[src/design/pulse_pkg.sv]
// Purpose: Shared constants for the dual one-shot pulse generator
// Assumes: Byte-wide register port, 25 MHz system clock
// Notes:   Offsets are byte addresses on the plain register port
package pulse_pkg;

  localparam int          ADDR_W          = 8;
  localparam int          DATA_W          = 8;
  localparam int          PRESCALE_W      = 3;
  localparam int          DIV_W           = 7;

  localparam logic [7:0]  OFS_CMP_A_TRIM  = 8'h1c;
  localparam logic [7:0]  OFS_CTRL_A      = 8'h20;
  localparam logic [7:0]  OFS_PRELOAD_A   = 8'h21;
  localparam logic [7:0]  OFS_CTRL_B      = 8'h22;
  localparam logic [7:0]  OFS_PRELOAD_B   = 8'h23;

  localparam int          BIT_RUN         = 7;
  localparam int          BIT_RESTART_EN  = 6;
  localparam int          BIT_STOP_EN     = 5;
  localparam int          BIT_PSC_LO      = 2;
  localparam int          BIT_CMP_B_EN    = 1;
  localparam int          BIT_SWAP        = 0;
  localparam int          BIT_CMP_A_EN    = 0;

  localparam int          BIT_REF_SEL     = 4;
  localparam int          BIT_CAL_MODE    = 5;
  localparam int          BIT_CMP_RESULT  = 6;

  localparam logic [3:0]  TRIM_RESET      = 4'h8;
  localparam logic [7:0]  CTRL_RESET      = 8'h00;
  localparam logic [7:0]  PRELOAD_RESET   = 8'h00;
  localparam logic [7:0]  COUNT_LAST      = 8'hff;

endpackage

[src/design/one_shot_channel.sv]
// Purpose: One pulse channel: prescaler, 8-bit up-counter, run state
// Assumes: start and stop are one-cycle pulses on the system clock
// Notes:   Stop wins over start in the same cycle
`timescale 1ns/10ps
module one_shot_channel
  import pulse_pkg::*;
#(
  parameter bit SYNC_START = 1'b1
) (
  input  wire logic                  clock,
  input  wire logic                  rst_b,
  input  wire logic                  start,
  input  wire logic                  stop,
  input  wire logic [PRESCALE_W-1:0] prescale,
  input  wire logic [7:0]            preload,
  output logic                       running,
  output logic                       overflow
);

  typedef struct packed {
    logic             run;
    logic [DIV_W-1:0] div;
    logic [7:0]       count;
  } chan_s;

  chan_s st_q;
  chan_s st_d;
  logic  tick;

  // Selected prescaled tick, all low bits of divider set
  always_comb begin
    tick = 1'b1;
    for (int i = 0; i < DIV_W; i++) begin
      if (i < int'(prescale) && !st_q.div[i]) begin
        tick = 1'b0;
      end
    end
  end

  always_comb begin
    st_d     = st_q;
    overflow = 1'b0;
    if (st_q.run) begin
      st_d.div = st_q.div + 1'b1;
      if (tick) begin
        if (st_q.count == COUNT_LAST) begin
          overflow = 1'b1;
        end else begin
          st_d.count = st_q.count + 1'b1;
        end
      end
    end
    if (stop || overflow) begin
      st_d.run   = 1'b0;
      st_d.div   = '0;
      st_d.count = preload;
    end else if (start && !st_q.run) begin
      st_d.run   = 1'b1;
      st_d.div   = '0;
      st_d.count = preload;
      if (!SYNC_START) begin
        st_d.div = 7'h01;
        if (prescale == 3'h0) begin
          st_d.count = preload + 1'b1;
        end
      end
    end
  end

  always_ff @(posedge clock or negedge rst_b) begin
    if (!rst_b) begin
      st_q <= '0;
    end else begin
      st_q <= st_d;
    end
  end

  assign running = st_q.run;

endmodule

[src/design/dual_one_shot_pulse_generator.sv]
// Purpose: Two one-shot pulse channels with trigger routing and trim register
// Assumes: Byte register port; triggers and pins are asynchronous
// Notes:   Read data valid one cycle after the read strobe
// Operation
// - Prescale A codes divide by 1 to 128
// - Prescale B uses the same divide encoding
// - Stop enable A stops on shared stop fall
// - Restart enable A starts on comparator B fall
// - Without stop enable, only software or overflow
// - Swap bit routes stop and restart sources
// - Run A write starts, stops; auto clears
// - Run B write starts, stops; auto clears
// - Retrigger while counting is ignored
// - Run bit reads back output activity
// - Polarity option selects active high or low
// - Sync option delays start to clock
// - Channel B control register field layout
// - Stop enable B stops on ext irq A fall
// - Restart enable B starts on shared restart fall
// - Start loads counter from preload
// - Overflow alone stops the channel
// - Port pins read comparator output when enabled
// - Trim register fields and reset values
// - Stop clears prescaler, reloads, clears run
// - Counter overflows at FF and reloads preload
`timescale 1ns/10ps
module dual_one_shot_pulse_generator
  import pulse_pkg::*;
#(
  parameter bit POLARITY_A   = 1'b0,
  parameter bit POLARITY_B   = 1'b0,
  parameter bit SYNC_START_A = 1'b1,
  parameter bit SYNC_START_B = 1'b1
) (
  input  wire logic              clock,
  input  wire logic              rst_b,
  input  wire logic [ADDR_W-1:0] addr,
  input  wire logic [DATA_W-1:0] wdata,
  input  wire logic              wr,
  input  wire logic              rd,
  output logic      [DATA_W-1:0] rdata,
  input  wire logic              cmp_a_out,
  input  wire logic              cmp_b_out,
  input  wire logic              ext_irq_a,
  input  wire logic              ext_irq_b,
  input  wire logic              port_c_bit2_pad,
  input  wire logic              port_c_bit3_pad,
  input  wire logic              port_c_bit2_dir_in,
  input  wire logic              port_c_bit3_dir_in,
  output logic                   pulse_a,
  output logic                   pulse_b,
  output logic                   port_c_bit2_in,
  output logic                   port_c_bit3_in,
  output logic                   cmp_a_en,
  output logic                   cmp_b_en,
  output logic      [3:0]        offset_trim,
  output logic                   offset_ref_sel,
  output logic                   offset_cal_mode
);

  // Sources: cmp_a, cmp_b, irq_a, irq_b, pad2, pad3
  localparam int NSRC = 6;

  typedef struct packed {
    logic [NSRC-1:0]   s1;
    logic [NSRC-1:0]   s2;
    logic [NSRC-1:0]   s3;
    logic [NSRC-1:0]   src_f;
    logic [7:0]        ctrl_a;
    logic [7:0]        ctrl_b;
    logic [7:0]        preload_a;
    logic [7:0]        preload_b;
    logic [3:0]        trim;
    logic              ref_sel;
    logic              cal_mode;
    logic              stop_prev;
    logic              rest_prev;
    logic              cmpb_prev;
    logic              irqa_prev;
    logic              start_a;
    logic              stop_a;
    logic              start_b;
    logic              stop_b;
    logic              out_a;
    logic              out_b;
    logic              pin2;
    logic              pin3;
    logic [DATA_W-1:0] rdata;
  } top_s;

  top_s st_q;
  top_s st_d;

  logic run_a;
  logic run_b;
  logic ovf_a;
  logic ovf_b;

  // Three-stage capture: changes accepted when stage 2 and 3 agree
  function automatic logic filt(input logic prev, input logic b2, input logic b3);
    filt = (b2 == b3) ? b3 : prev;
  endfunction

  function automatic logic fell(input logic prev, input logic now);
    fell = prev && !now;
  endfunction

  always_comb begin
    logic cmp_a_f;
    logic cmp_b_f;
    logic irq_a_f;
    logic irq_b_f;
    logic stop_src;
    logic rest_src;
    logic swap;
    logic sw_start_a;
    logic sw_stop_a;
    logic sw_start_b;
    logic sw_stop_b;
    cmp_a_f    = 1'b0;
    cmp_b_f    = 1'b0;
    irq_a_f    = 1'b0;
    irq_b_f    = 1'b0;
    stop_src   = 1'b0;
    rest_src   = 1'b0;
    swap       = 1'b0;
    sw_start_a = 1'b0;
    sw_stop_a  = 1'b0;
    sw_start_b = 1'b0;
    sw_stop_b  = 1'b0;
    st_d       = st_q;

    st_d.s1 = {port_c_bit3_pad, port_c_bit2_pad, ext_irq_b, ext_irq_a, cmp_b_out, cmp_a_out};
    st_d.s2 = st_q.s1;
    st_d.s3 = st_q.s2;

    // Filtered level per source, held while stages 2 and 3 disagree
    for (int i = 0; i < NSRC; i++) begin
      st_d.src_f[i] = filt(st_q.src_f[i], st_q.s2[i], st_q.s3[i]);
    end
    cmp_a_f = st_d.src_f[0];
    cmp_b_f = st_d.src_f[1];
    irq_a_f = st_d.src_f[2];
    irq_b_f = st_d.src_f[3];

    // Trigger routing
    swap     = st_q.ctrl_b[BIT_SWAP];
    stop_src = swap ? cmp_a_f : irq_b_f;
    rest_src = swap ? irq_b_f : cmp_a_f;
    st_d.stop_prev = stop_src;
    st_d.rest_prev = rest_src;
    st_d.cmpb_prev = cmp_b_f;
    st_d.irqa_prev = irq_a_f;

    // Software writes
    if (wr && addr == OFS_CTRL_A) begin
      sw_start_a = wdata[BIT_RUN];
      sw_stop_a  = !wdata[BIT_RUN];
      st_d.ctrl_a = wdata;
    end
    if (wr && addr == OFS_CTRL_B) begin
      sw_start_b = wdata[BIT_RUN];
      sw_stop_b  = !wdata[BIT_RUN];
      st_d.ctrl_b = {wdata[7:2], 1'b0, wdata[0]};
    end
    if (wr && addr == OFS_PRELOAD_A) begin
      st_d.preload_a = wdata;
    end
    if (wr && addr == OFS_PRELOAD_B) begin
      st_d.preload_b = wdata;
    end
    if (wr && addr == OFS_CMP_A_TRIM) begin
      st_d.trim     = wdata[3:0];
      st_d.ref_sel  = wdata[BIT_REF_SEL];
      st_d.cal_mode = wdata[BIT_CAL_MODE];
    end

    // Start and stop events, one cycle each
    st_d.stop_a  = sw_stop_a
                 || (st_q.ctrl_a[BIT_STOP_EN] && fell(st_q.stop_prev, stop_src));
    st_d.start_a = sw_start_a
                 || (st_q.ctrl_a[BIT_RESTART_EN] && fell(st_q.cmpb_prev, cmp_b_f));
    st_d.stop_b  = sw_stop_b
                 || (st_q.ctrl_b[BIT_STOP_EN] && fell(st_q.irqa_prev, irq_a_f));
    st_d.start_b = sw_start_b
                 || (st_q.ctrl_b[BIT_RESTART_EN] && fell(st_q.rest_prev, rest_src));

    // Run bits track channel activity
    st_d.ctrl_a[BIT_RUN] = run_a || (st_q.start_a && !st_q.stop_a);
    st_d.ctrl_b[BIT_RUN] = run_b || (st_q.start_b && !st_q.stop_b);
    if (ovf_a || st_q.stop_a) begin
      st_d.ctrl_a[BIT_RUN] = 1'b0;
    end
    if (ovf_b || st_q.stop_b) begin
      st_d.ctrl_b[BIT_RUN] = 1'b0;
    end
    if (sw_start_a) begin
      st_d.ctrl_a[BIT_RUN] = 1'b1;
    end
    if (sw_start_b) begin
      st_d.ctrl_b[BIT_RUN] = 1'b1;
    end

    // Outputs with polarity option
    st_d.out_a = run_a ^ POLARITY_A;
    st_d.out_b = run_b ^ POLARITY_B;
    // Overflow lets the last counted cycle finish; a stop cuts at once
    if (st_q.stop_a) begin
      st_d.out_a = POLARITY_A;
    end
    if (st_q.stop_b) begin
      st_d.out_b = POLARITY_B;
    end

    // Port pins show comparator output when enabled and input
    st_d.pin2 = (st_q.ctrl_a[BIT_CMP_A_EN] && port_c_bit2_dir_in) ? cmp_a_f : st_d.src_f[4];
    st_d.pin3 = (st_q.ctrl_a[BIT_CMP_B_EN] && port_c_bit3_dir_in) ? cmp_b_f : st_d.src_f[5];

    // Read port
    st_d.rdata = '0;
    if (rd) begin
      unique case (addr)
        OFS_CTRL_A:     st_d.rdata = st_q.ctrl_a;
        OFS_CTRL_B:     st_d.rdata = st_q.ctrl_b;
        OFS_PRELOAD_A:  st_d.rdata = st_q.preload_a;
        OFS_PRELOAD_B:  st_d.rdata = st_q.preload_b;
        OFS_CMP_A_TRIM: st_d.rdata = {1'b0, cmp_a_f, st_q.cal_mode, st_q.ref_sel, st_q.trim};
        default:        st_d.rdata = '0;
      endcase
    end
  end

  always_ff @(posedge clock or negedge rst_b) begin
    if (!rst_b) begin
      st_q           <= '0;
      st_q.trim      <= TRIM_RESET;
      st_q.ctrl_a    <= CTRL_RESET;
      st_q.ctrl_b    <= CTRL_RESET;
      st_q.preload_a <= PRELOAD_RESET;
      st_q.preload_b <= PRELOAD_RESET;
      st_q.out_a     <= POLARITY_A;
      st_q.out_b     <= POLARITY_B;
    end else begin
      st_q <= st_d;
    end
  end

  one_shot_channel #(
    .SYNC_START (SYNC_START_A)
  ) u_chan_a (
    .clock    (clock),
    .rst_b    (rst_b),
    .start    (st_q.start_a),
    .stop     (st_q.stop_a),
    .prescale (st_q.ctrl_a[BIT_PSC_LO +: PRESCALE_W]),
    .preload  (st_q.preload_a),
    .running  (run_a),
    .overflow (ovf_a)
  );

  one_shot_channel #(
    .SYNC_START (SYNC_START_B)
  ) u_chan_b (
    .clock    (clock),
    .rst_b    (rst_b),
    .start    (st_q.start_b),
    .stop     (st_q.stop_b),
    .prescale (st_q.ctrl_b[BIT_PSC_LO +: PRESCALE_W]),
    .preload  (st_q.preload_b),
    .running  (run_b),
    .overflow (ovf_b)
  );

  assign rdata           = st_q.rdata;
  assign pulse_a         = st_q.out_a;
  assign pulse_b         = st_q.out_b;
  assign port_c_bit2_in  = st_q.pin2;
  assign port_c_bit3_in  = st_q.pin3;
  assign cmp_a_en        = st_q.ctrl_a[BIT_CMP_A_EN];
  assign cmp_b_en        = st_q.ctrl_a[BIT_CMP_B_EN];
  assign offset_trim     = st_q.trim;
  assign offset_ref_sel  = st_q.ref_sel;
  assign offset_cal_mode = st_q.cal_mode;

endmodule

[config.mk]
export PLATFORM = sky130hd
export DESIGN_NAME = dual_one_shot_pulse_generator
export DESIGN_NICKNAME = d
export VERILOG_FILES = /design/src/design/pulse_pkg.sv /design/src/design/one_shot_channel.sv /design/src/design/dual_one_shot_pulse_generator.sv
export SDC_FILE = /design/constraint.sdc
export NUM_CORES = 1
export LEC_CHECK = 0
export BUFFER_PORTS_ARGS = -buffer_cell sky130_fd_sc_hd__buf_2
export CAP_MARGIN = 20
export CORE_UTILIZATION = 45
export CTS_CLUSTER_SIZE = 12
export DETAILED_ROUTE_END_ITERATION = 6
export PLACE_DENSITY = 0.66
export SLEW_MARGIN = 20
export SYNTH_ARGS = -nofsm -noshare
export SYNTH_HDL_FRONTEND = slang
export SYNTH_SLANG_ARGS = --single-unit
[constraint.sdc]
create_clock -name clock -period 2 [get_ports clock]
set_input_delay 0.4 -clock clock [delete_from_list [all_inputs] [get_ports clock]]
set_output_delay 0.4 -clock clock [all_outputs]
set_load 0.03 [all_outputs]
==> summary.md, run 1 <==
| Metric | Value |
|---|---|
| Full die area | 11240 um^2 |
| Tmin final | 2010 ps |
| CP cell instances | nand2b_1, o2111ai_1, a221o_2, nor3_2, mux2_4, mux2_4 |
| CP Data Required Time | 2270 ps |
| Reg-to-Reg Start | st_q[46] |
| Status | finished with violations |
| Post-synth ARST share | 100.0% |
| Area share of fa/ha/maj cells after synthesis | 2.057% |
| Worst skew pair latency | 380 ps |
| Ant diodes | 0 |
| HPWL Detailed | 7.391 mm |
| First-pass GRT wire length | 16.42 mm |
| Clock power share | 26.9% |
| Biggest cell delay along the critical path | 490 ps |
| Slowest CP cell | a221o_2 |
| Synth cell types | 52 |
| Post-Synthesis Cells | 400 |
| Vias in the first global route | 3282 |
| Syn nets | 432 |
| Setup ws final | -10.07 ps |
| Slew at the pin closest to its max-slew limit | 531.5 ps |
| Hold Path Depth | 1 |
| Clock skew | 6.924 ps |
| Worst setup path start | st_q[46] |
| R2R depth | 6 |
| WP buf/inv | 0 |
| Rows | 37 |
| IO Pins | 48 |
| Vias post-DR | 3274 |
| Fillers | 893 |
| Core area | 10420 um^2 |
| GR Overflow Total | 0 |
| Sequential share of power | 54.2% |
| Post-synthesis sequential area ratio | 57.10% |
| Top_reg_cell synth | dfrtp_1 |
| Die Y | 106 um |
| Cell Area, Synth | 4867 um^2 |
| Hold Startpoint | ext_irq_a |
| Compound-gate portion of the synthesized area | 8.997% |
| Fin util | 53.81% |
| Gpl congestion | 0.8342 |
| TritonCTS clock tree | built |
| Worst path arrival time | 2280 ps |
| Failing checks | negative setup slack |
| DRC viols | 0 |
| Starting Density | 46.73% |
| Max Cap Violations | 0 |
| Cell taking the most area after synthesis | dfrtp_1 |
| Num CTS Buffers | 9 |
| Clock Sinks | 111 |
| Multi-input combinational cell area | 1977 um^2 |
| Register area | 2779 um^2 |
| Fin. Hold Viols | 0 |
| Slew margin rel. | 64.33% |
| GRT Util Overall | 19.22% |
| Finished layout cell area | 5605 um^2 |
| Layout cells sized above 1 | 31.12% |
| Most frequent CP cell | mux2_4 |
| Combinational Power Share | 18.9% |
| CTS H-tree depth | 3 |
| Critical path class | reg -> reg |
| Cell Int Power | 3.532 mW |
| Sw power | 1.472 mW |
| Root buf cell | clkbuf_8 |
| Iter 0 DRT Violations | 187 |
| Most Used Layer, Global Route | met2 |
| GR Layer Usage met2 | 28.80% |
| NumNets Final | 493 |
| CP Max Fanout | 7 |
| Largest net degree at the start of global routing | 36 |
| Maximum clock rate | 0.4975 GHz |
| Clock Tree Buf Depth | 2 |
| Met1 Resource Use GR | 26.52% |
| Yosys top cell area share | 56.56% |
| Max-slew violation count | 0 |
| Die X | 106 um |
| Detail Route Antenna Nets | 0 |
| Ys Warns | 0 |
| Vias per inst | 5.439 |
| RSZ-0062 raised after global routing | true |
| Syn Area/Cell | 12.17 um^2 |
| Max VDD drop | 507.2 uV |
| Clock transition at path regs | 100 ps |
| Cell family with most CP delay | compound AO/OA/AOI/OAI gates |
| Worst Setup End Kind | flop |
| Leak | 2.606 nW |
| Setup slack, reg-to-reg | -10 ps |
| Average wire per standard cell | 16.59 um |
| Pre-antenna DRT Iters | 4 |
| Share of synthesized area spent on multiplexers | 11.93% |
| Hold Path Class | in -> reg |
| Initial antenna violation count | 0 |
| Largest family of logic cells by synthesized area | simple AND/OR/NAND/NOR gates |
| Setup violations, final | 1 |
| CP Launch Type | flop |
| Post-synthesis simple-gate area fraction | 12.65% |
| Routed WL | 9.988 mm |
| RR Endpoint | u_chan_b.st_q[6] |
| Switching Share | 29.42% |
| Yosys reg bits | 111 |
| GRT met3 Usage | 3.556% |
| Post-route clock period utilization | 100.5% |
| Area growth syn-to-layout | 15.17% |
| Post-synthesis xor/xnor area fraction | 3.599% |
| Post-synth EDFFs | 0 |
| Placed cell areas | 5324 um^2 |
| Top cells by area, synth | dfrtp_1 (57%), mux2_2 (7.4%), nand2_1 (2.9%) |
| Pwr per Cell Area | 892.9 nW/um^2 |
| Worst Hold End | st_d[72] |
| IO buf count | 47 |
sequential cells by signal, indices dropped and copies added, names as in the netlist, 4 cells and up:
signal         flops
offset_trim        4
rdata              8
u_chan_b.st_q     15
st_d              12
u_chan_a.st_q     15
st_q              47
power groups by stage:
stage	sequential, mW	combinational [mW]	clock [mW]
after floorplan	2.73	0.591	0
after global placement	2.74	0.894	0
after detailed placement	2.75	0.928	0
after CTS	2.71	0.939	1.39
after global routing	2.75	1.06	1.45
final	2.71	0.948	1.34
timing repair:
item | 4_1_cts | 5_1_grt
hold buffers | 1 | 0
gates resized for setup | 5 | 8
pin swaps | 4 | 3
hold endpoints to repair | 19 | 0
setup endpoints to repair | 3 | 15
setup buffers | 1 | 0
metal layers:
layer  wire length (um)  vias up
li1                   -     1535
met1               4588     1628
met2               4589       90
met3                494       21
met4                316        0
met5                  0        -
synth_stat cells (2+ instances only):
library cell  count
buf_2             4
nor2_1           31
nor3b_1           3
a31oi_1           4
a21o_1            3
mux2i_1           4
maj3_1            5
nand3_1           7
clkbuf_1          4
xnor2_1          10
ha_1              4
a222oi_1          7
o21ai_0          11
nand2b_1          6
nand2_1          37
nor3_2            2
inv_1             8
mux2_1            6
dfrtp_1         110
buf_4            12
nor3_1            7
mux2_4            6
nand4b_1          2
o22ai_1           4
mux2_2           32
a22oi_1           7
nor2b_1           2
xor2_1           10
nand4_1           6
nor4_1            2
and3_1            5
o21ai_1           6
a21oi_1          13
nor4_2            2
metrics by stage:
stage               std cells  setup TNS [ps]  hold slack, ps  worst slack (ps)  power [mW]
detailed placement        584          -76.30           311.5            -67.09       3.677
global placement          584               0           307.9             12.09       3.634
CTS                       602          -11.80           105.4            -11.80       5.032
global route              602          -276.4           106.5            -61.61       5.262
finish                    602          -10.07           119.4            -10.07       5.005
floorplan                 400               0           104.4             23.70       3.320
worst max-delay path by stage:
stage	cells past startpoint	slack, ps	endpoint
6_report	6	-10	u_chan_b.st_q[6]
5_1_grt	6	-60	u_chan_b.st_q[1]
4_1_cts	6	-10	u_chan_b.st_q[7]
3_5_place_dp	6	-70	u_chan_b.st_q[6]
3_3_place_gp	6	10	u_chan_b.st_q[6]
2_1_floorplan	8	20	u_chan_b.st_q[1]
logic make-up (layout without fill, tap and decap cells):
logic type / Yosys count / after routing
DFF: 111 / 111
xor gates and xnor gates: 20 / 20
muxes: 49 / 49
buffers and inverters: 30 / 96
adders and majority gates: 9 / 9
and+or+nand+nor: 118 / 118
AOI/OAI and AO/OA: 63 / 63
layout by cell type (no fill, tap or decap), types with 3 or more instances in the layout:
cell type	Yosys	routed
xnor2_1	10	10
clkbuf_8	0	9
buf_4	12	23
mux2_1	6	5
o21ai_0	11	11
a21o_1	3	3
and3_1	5	5
inv_1	8	8
a21oi_1	13	13
a22oi_1	7	7
mux2_4	6	8
o21ai_1	6	5
dfrtp_1	110	110
xor2_1	10	10
nor3b_1	3	3
nand3_1	7	7
nand2b_1	6	6
nand2_1	37	37
a31oi_1	4	4
nor3_2	2	4
a222oi_1	7	7
mux2_2	32	31
nor2_1	31	30
nor4_2	2	3
o22ai_1	4	4
mux2i_1	4	4
ha_1	4	4
buf_2	4	46
nor3_1	7	4
nand4_1	6	6
maj3_1	5	5
cell type report:
cell class / count / area share (%)
Sequential cell: 111 / 49.58
Multi-Input combinational cell: 259 / 35.27
Timing Repair Buffer: 72 / 8.080
Tap cell: 136 / 3.036
Clock buffer: 10 / 2.277
Clock inverter: 6 / 1.228
Inverter: 8 / 0.5357
No activity file was read; power rests on OpenSTA's default activity.
==> inputs of run 2 (changes only) <==
--- a/config.mk
+++ b/config.mk
@@ -14,4 +14,5 @@
 export SLEW_MARGIN = 20
 export SYNTH_ARGS = -nofsm -noshare
 export SYNTH_HDL_FRONTEND = slang
+export SYNTH_HIERARCHICAL = 1
 export SYNTH_SLANG_ARGS = --single-unit
==> run 2 against run 1 <==
  * The run now ends clean
  * Hold slack gained 28 ps
  * Non-clock buffer count is the same
  * Die area grew 8.6%
  * Cell area grew 7.2%
  * Total power grew 22%
  * Core utilization shrank 1.2 points
  * Via count grew 11%
  * Sequential share of layout area shrank 3.3 points
  * Combinational power grew 38%
==> summary.md, run 2 <==
| Metric | Value |
|---|---|
| First-pass GRT wire length | 18.89 mm (+15%) |
| GR Overflow Total | 0 (unchanged) |
| Tot Pwr | 6.085 mW (+22%) |
| Combinational Power Share | 21.6% (+2.7 points) |
| Critical path class | reg -> reg |
| Clock Tree Buf Depth | 2 (unchanged) |
| Yosys reg bits | 111 (unchanged) |
| Detail Route Antenna Nets | 0 (unchanged) |
| CTS H-tree depth | 3 (unchanged) |
| Post-route clock period utilization | 92.17% (-8.3 points) |
| Post-CTS Repair Setup Buffers | 0 (-1) |
| Ant diodes | 0 (unchanged) |
| Setup_tns | 0 ps (+10.07 ps) |
| Clock transition at path regs | 80 ps (-20 ps) |
| CP Launch Type | flop |
| Largest family of logic cells by synthesized area | simple AND/OR/NAND/NOR gates |
| Commonest non-fill, non-tap cells in the layout | dfrtp_1 (110), buf_2 (46), mux2_2 (42) |
| Fin. Hold Viols | 0 (unchanged) |
| Layout cells sized above 1 | 33.74% (+2.6 points) |
| Max-slew violation count | 0 (unchanged) |
| HPWL Detailed | 8.191 mm (+11%) |
| Synth cell types | 66 (+27%) |
| Post-synth EDFFs | 0 (unchanged) |
| Die X | 110.5 um (+4.2%) |
| Pwr per Cell Area | 1013 nW/um^2 (+13%) |
| Tmin final | 1843 ps (-166.6 ps) |
| Cell Int Power | 4.109 mW (+16%) |
| Yosys top cell area share | 52.00% (-4.6 points) |
| Post-synthesis simple-gate area fraction | 15.06% (+2.4 points) |
| Sw power | 1.976 mW (+34%) |
| Num CTS Buffers | 9 (unchanged) |
| Post-synthesis xor/xnor area fraction | 0.9927% (-2.6 points) |
| Synth cell count leaders | dfrtp_1 (110), mux2_2 (42), nor2_1 (32), nand2_1 (25), nand3_1 (16) |
| Die Y | 110.5 um (+4.2%) |
| Top-count cell post-synth | dfrtp_1 |
| Core area | 11420 um^2 (+9.6%) |
| NumNets Final | 519 (+5.3%) |
| Slew margin rel. | 52.24% (-12 points) |
| Ys Warns | 6 (+6) |
| Routed WL | 11.23 mm (+12%) |
| Post-synthesis sequential area ratio | 52.49% (-4.6 points) |
| Syn nets | 463 (+7.2%) |
| Top_reg_cell synth | dfrtp_1 |
| Clock power share | 30.0% (+3.1 points) |
| IO buf count | 47 (unchanged) |
| Multi-input combinational cell area | 2247 um^2 (+14%) |
| Max reg flops | 47 (unchanged) |
| Pre-CTS setup slack | 88.69 ps (+155.8 ps) |
| Clock Sinks | 111 (unchanged) |
| Worst path arrival time | 2090 ps (-190 ps) |
| DRC viols | 0 (unchanged) |
| CTS-repair resized insts | 0 (-5) |
| Biggest regs | st_q: 47 flops, u_chan_a/st_q: 15 flops, u_chan_b/st_q: 15 flops |
| Slowest CP cell | o2bb2ai_1 |
| Cell family with most CP delay | compound AO/OA/AOI/OAI gates |
| Biggest cell delay along the critical path | 590 ps (+100 ps) |
| Vias in the first global route | 3607 (+9.9%) |
| RSZ-0062 raised after global routing | false |
| Max Cap Violations | 0 (unchanged) |
| Fillers | 965 (+8.1%) |
| Largest net degree at the start of global routing | 46 (+28%) |
| GRT Util Overall | 19.60% (+0.38 points) |
| Vias post-DR | 3637 (+11%) |
| Area growth syn-to-layout | 13.50% |
| Max VDD drop | 555.8 uV (+9.6%) |
| Average wire per standard cell | 17.68 um (+6.6%) |
| WP buf/inv | 0 (unchanged) |
| Slew at the pin closest to its max-slew limit | 716.4 ps (+184.9 ps) |
| CP Data Required Time | 2240 ps (-30 ps) |
| Initial antenna violation count | 0 (unchanged) |
| Most common cell after layout, fill and taps aside | dfrtp_1 |
| Worst Setup End Kind | flop |
| Vias per inst | 5.728 (+5.3%) |
| Gpl congestion | 0.8852 (+6.1%) |
| CP cell instances | nand2b_1, a21boi_2, o2bb2ai_1, o2111ai_1, a32o_1 |
| Syn Area/Cell | 12.28 um^2 (+0.94%) |
| CP Max Fanout | 10 (+3) |
| Area share of fa/ha/maj cells after synthesis | 2.080% (+0.023 points) |
| Biggest register | st_q |
| Iter 0 DRT Violations | 195 (+4.3%) |
| Cell Area, Synth | 5294 um^2 (+8.8%) |
| TritonCTS clock tree | built |
| Root buf cell | clkbuf_16 |
| Switching Share | 32.47% (+3.0 points) |
| Cell taking the most area after synthesis | dfrtp_1 |
| Hold Path Class | in -> reg |
| Rows | 39 (+5.4%) |
| Full die area | 12200 um^2 (+8.6%) |
| Sequential share of power | 48.5% (-5.7 points) |
| Status | finished, final reports clean |
| Compound-gate portion of the synthesized area | 13.26% (+4.3 points) |
| Clock skew | 4.424 ps (-2.500 ps) |
| Starting Density | 46.36% (-0.36 points) |
| Post-synth ARST share | 100.0% (unchanged) |
| Setup ws final | 156.5 ps (+166.6 ps) |
| Worst skew pair latency | 350 ps (-30 ps) |
| Maximum clock rate | 0.5425 GHz (+9.0%) |
| Leak | 2.817 nW (+8.1%) |
| Share of synthesized area spent on multiplexers | 11.06% (-0.87 points) |
| Setup violations, final | 0 (-1) |
| Post-Synthesis Cells | 431 (+7.8%) |
| Top cells by area, synth | dfrtp_1 (52%), mux2_2 (8.9%), nor2_1 (2.3%) |
| Pre-antenna DRT Iters | 4 (unchanged) |
| Register area | 2779 um^2 (unchanged) |
| IO Pins | 48 (unchanged) |
## run 2: cell types whose count changed after synthesis, sizes merged, moves of 6 or more
cell and delta:
a211oi +6, a222oi -7, and3 +8, buf +7
nand2 -12, nand3 +9, o21ai -7, xnor2 -6
xor2 -8
## run 2: cell families (layout without fill, tap and decap cells)
group                    after synthesis  after routing
AND/OR/NAND/NOR                      135            135
flip-flops                           111            111
AO/OA/AOI/OAI                         84             84
multiplexers                          47             47
buffers and inverters                 38             99
adder cells (fa/ha/maj)               10             10
XOR/XNOR                               6              6
## run 2: worst paths after layout
kind / startpoint / to / slack, ps / depth (start not counted)
max: u_chan_b/st_q[12] / u_chan_b/st_q[3] / 160 / 5
min: ext_irq_b / st_d[73] / 150 / 1
max reg2reg: u_chan_b/st_q[12] / u_chan_b/st_q[3] / 160 / 5
min reg2reg: st_d[73] / st_d[67] / 360 / 0
max in group asynchronous: rst_b / offset_trim[3] / 910 / 3
min in group asynchronous: rst_b / st_q[63] / 490 / 2
## run 2: final cells by class
class	instances	area share [%]
multi-input combinational	282	37.40
inverter	11	0.6872
clock inverter	7	1.395
timing repair buffer	72	7.539
tap	143	2.978
sequential	111	46.25
clock buffer	9	3.748
## run 2: timing repair
action | 4_1_cts | 5_1_grt
setup endpoints to repair | 0 | 0
hold buffers | 1 | 0
hold endpoints to repair | 22 | 0
## run 2: metrics by stage
stage,area [um^2],utilization [%],hold slack (ps),instances
2_1_floorplan,5294,-,104.4,431
3_3_place_gp,5689,49.82,327.6,618
5_1_grt,6008,52.62,129.9,635
6_report,6008,52.62,147.9,635
4_1_cts,6008,52.62,136.5,635
3_5_place_dp,5689,49.82,330.7,618
## run 2: power by group through the flow
| stage | clock [mW] | combinational, mW | sequential, mW |
|---|---|---|---|
| after floorplan | 0 | 0.964 | 2.92 |
| after global placement | 0 | 1.28 | 2.97 |
| after detailed placement | 0 | 1.31 | 2.98 |
| after CTS | 1.87 | 1.32 | 2.94 |
| after global routing | 1.95 | 1.47 | 2.99 |
| final | 1.82 | 1.31 | 2.95 |
## run 2: worst register-to-register path, delay by kind of cell (launching register included)
family,cells,cell delay [ps]
AO/OA/AOI/OAI,4,1180
flip-flops,1,410
AND/OR/NAND/NOR,1,150
## run 2: metal layers
metal  part of all wire [%]  vias up  track usage (%)
met4                    1.7        0            7.378
met1                     48     1804            28.19
li1                       -     1705                -
met5                      0        -                0
met2                     46      115            29.73
met3                    4.5       13            3.403
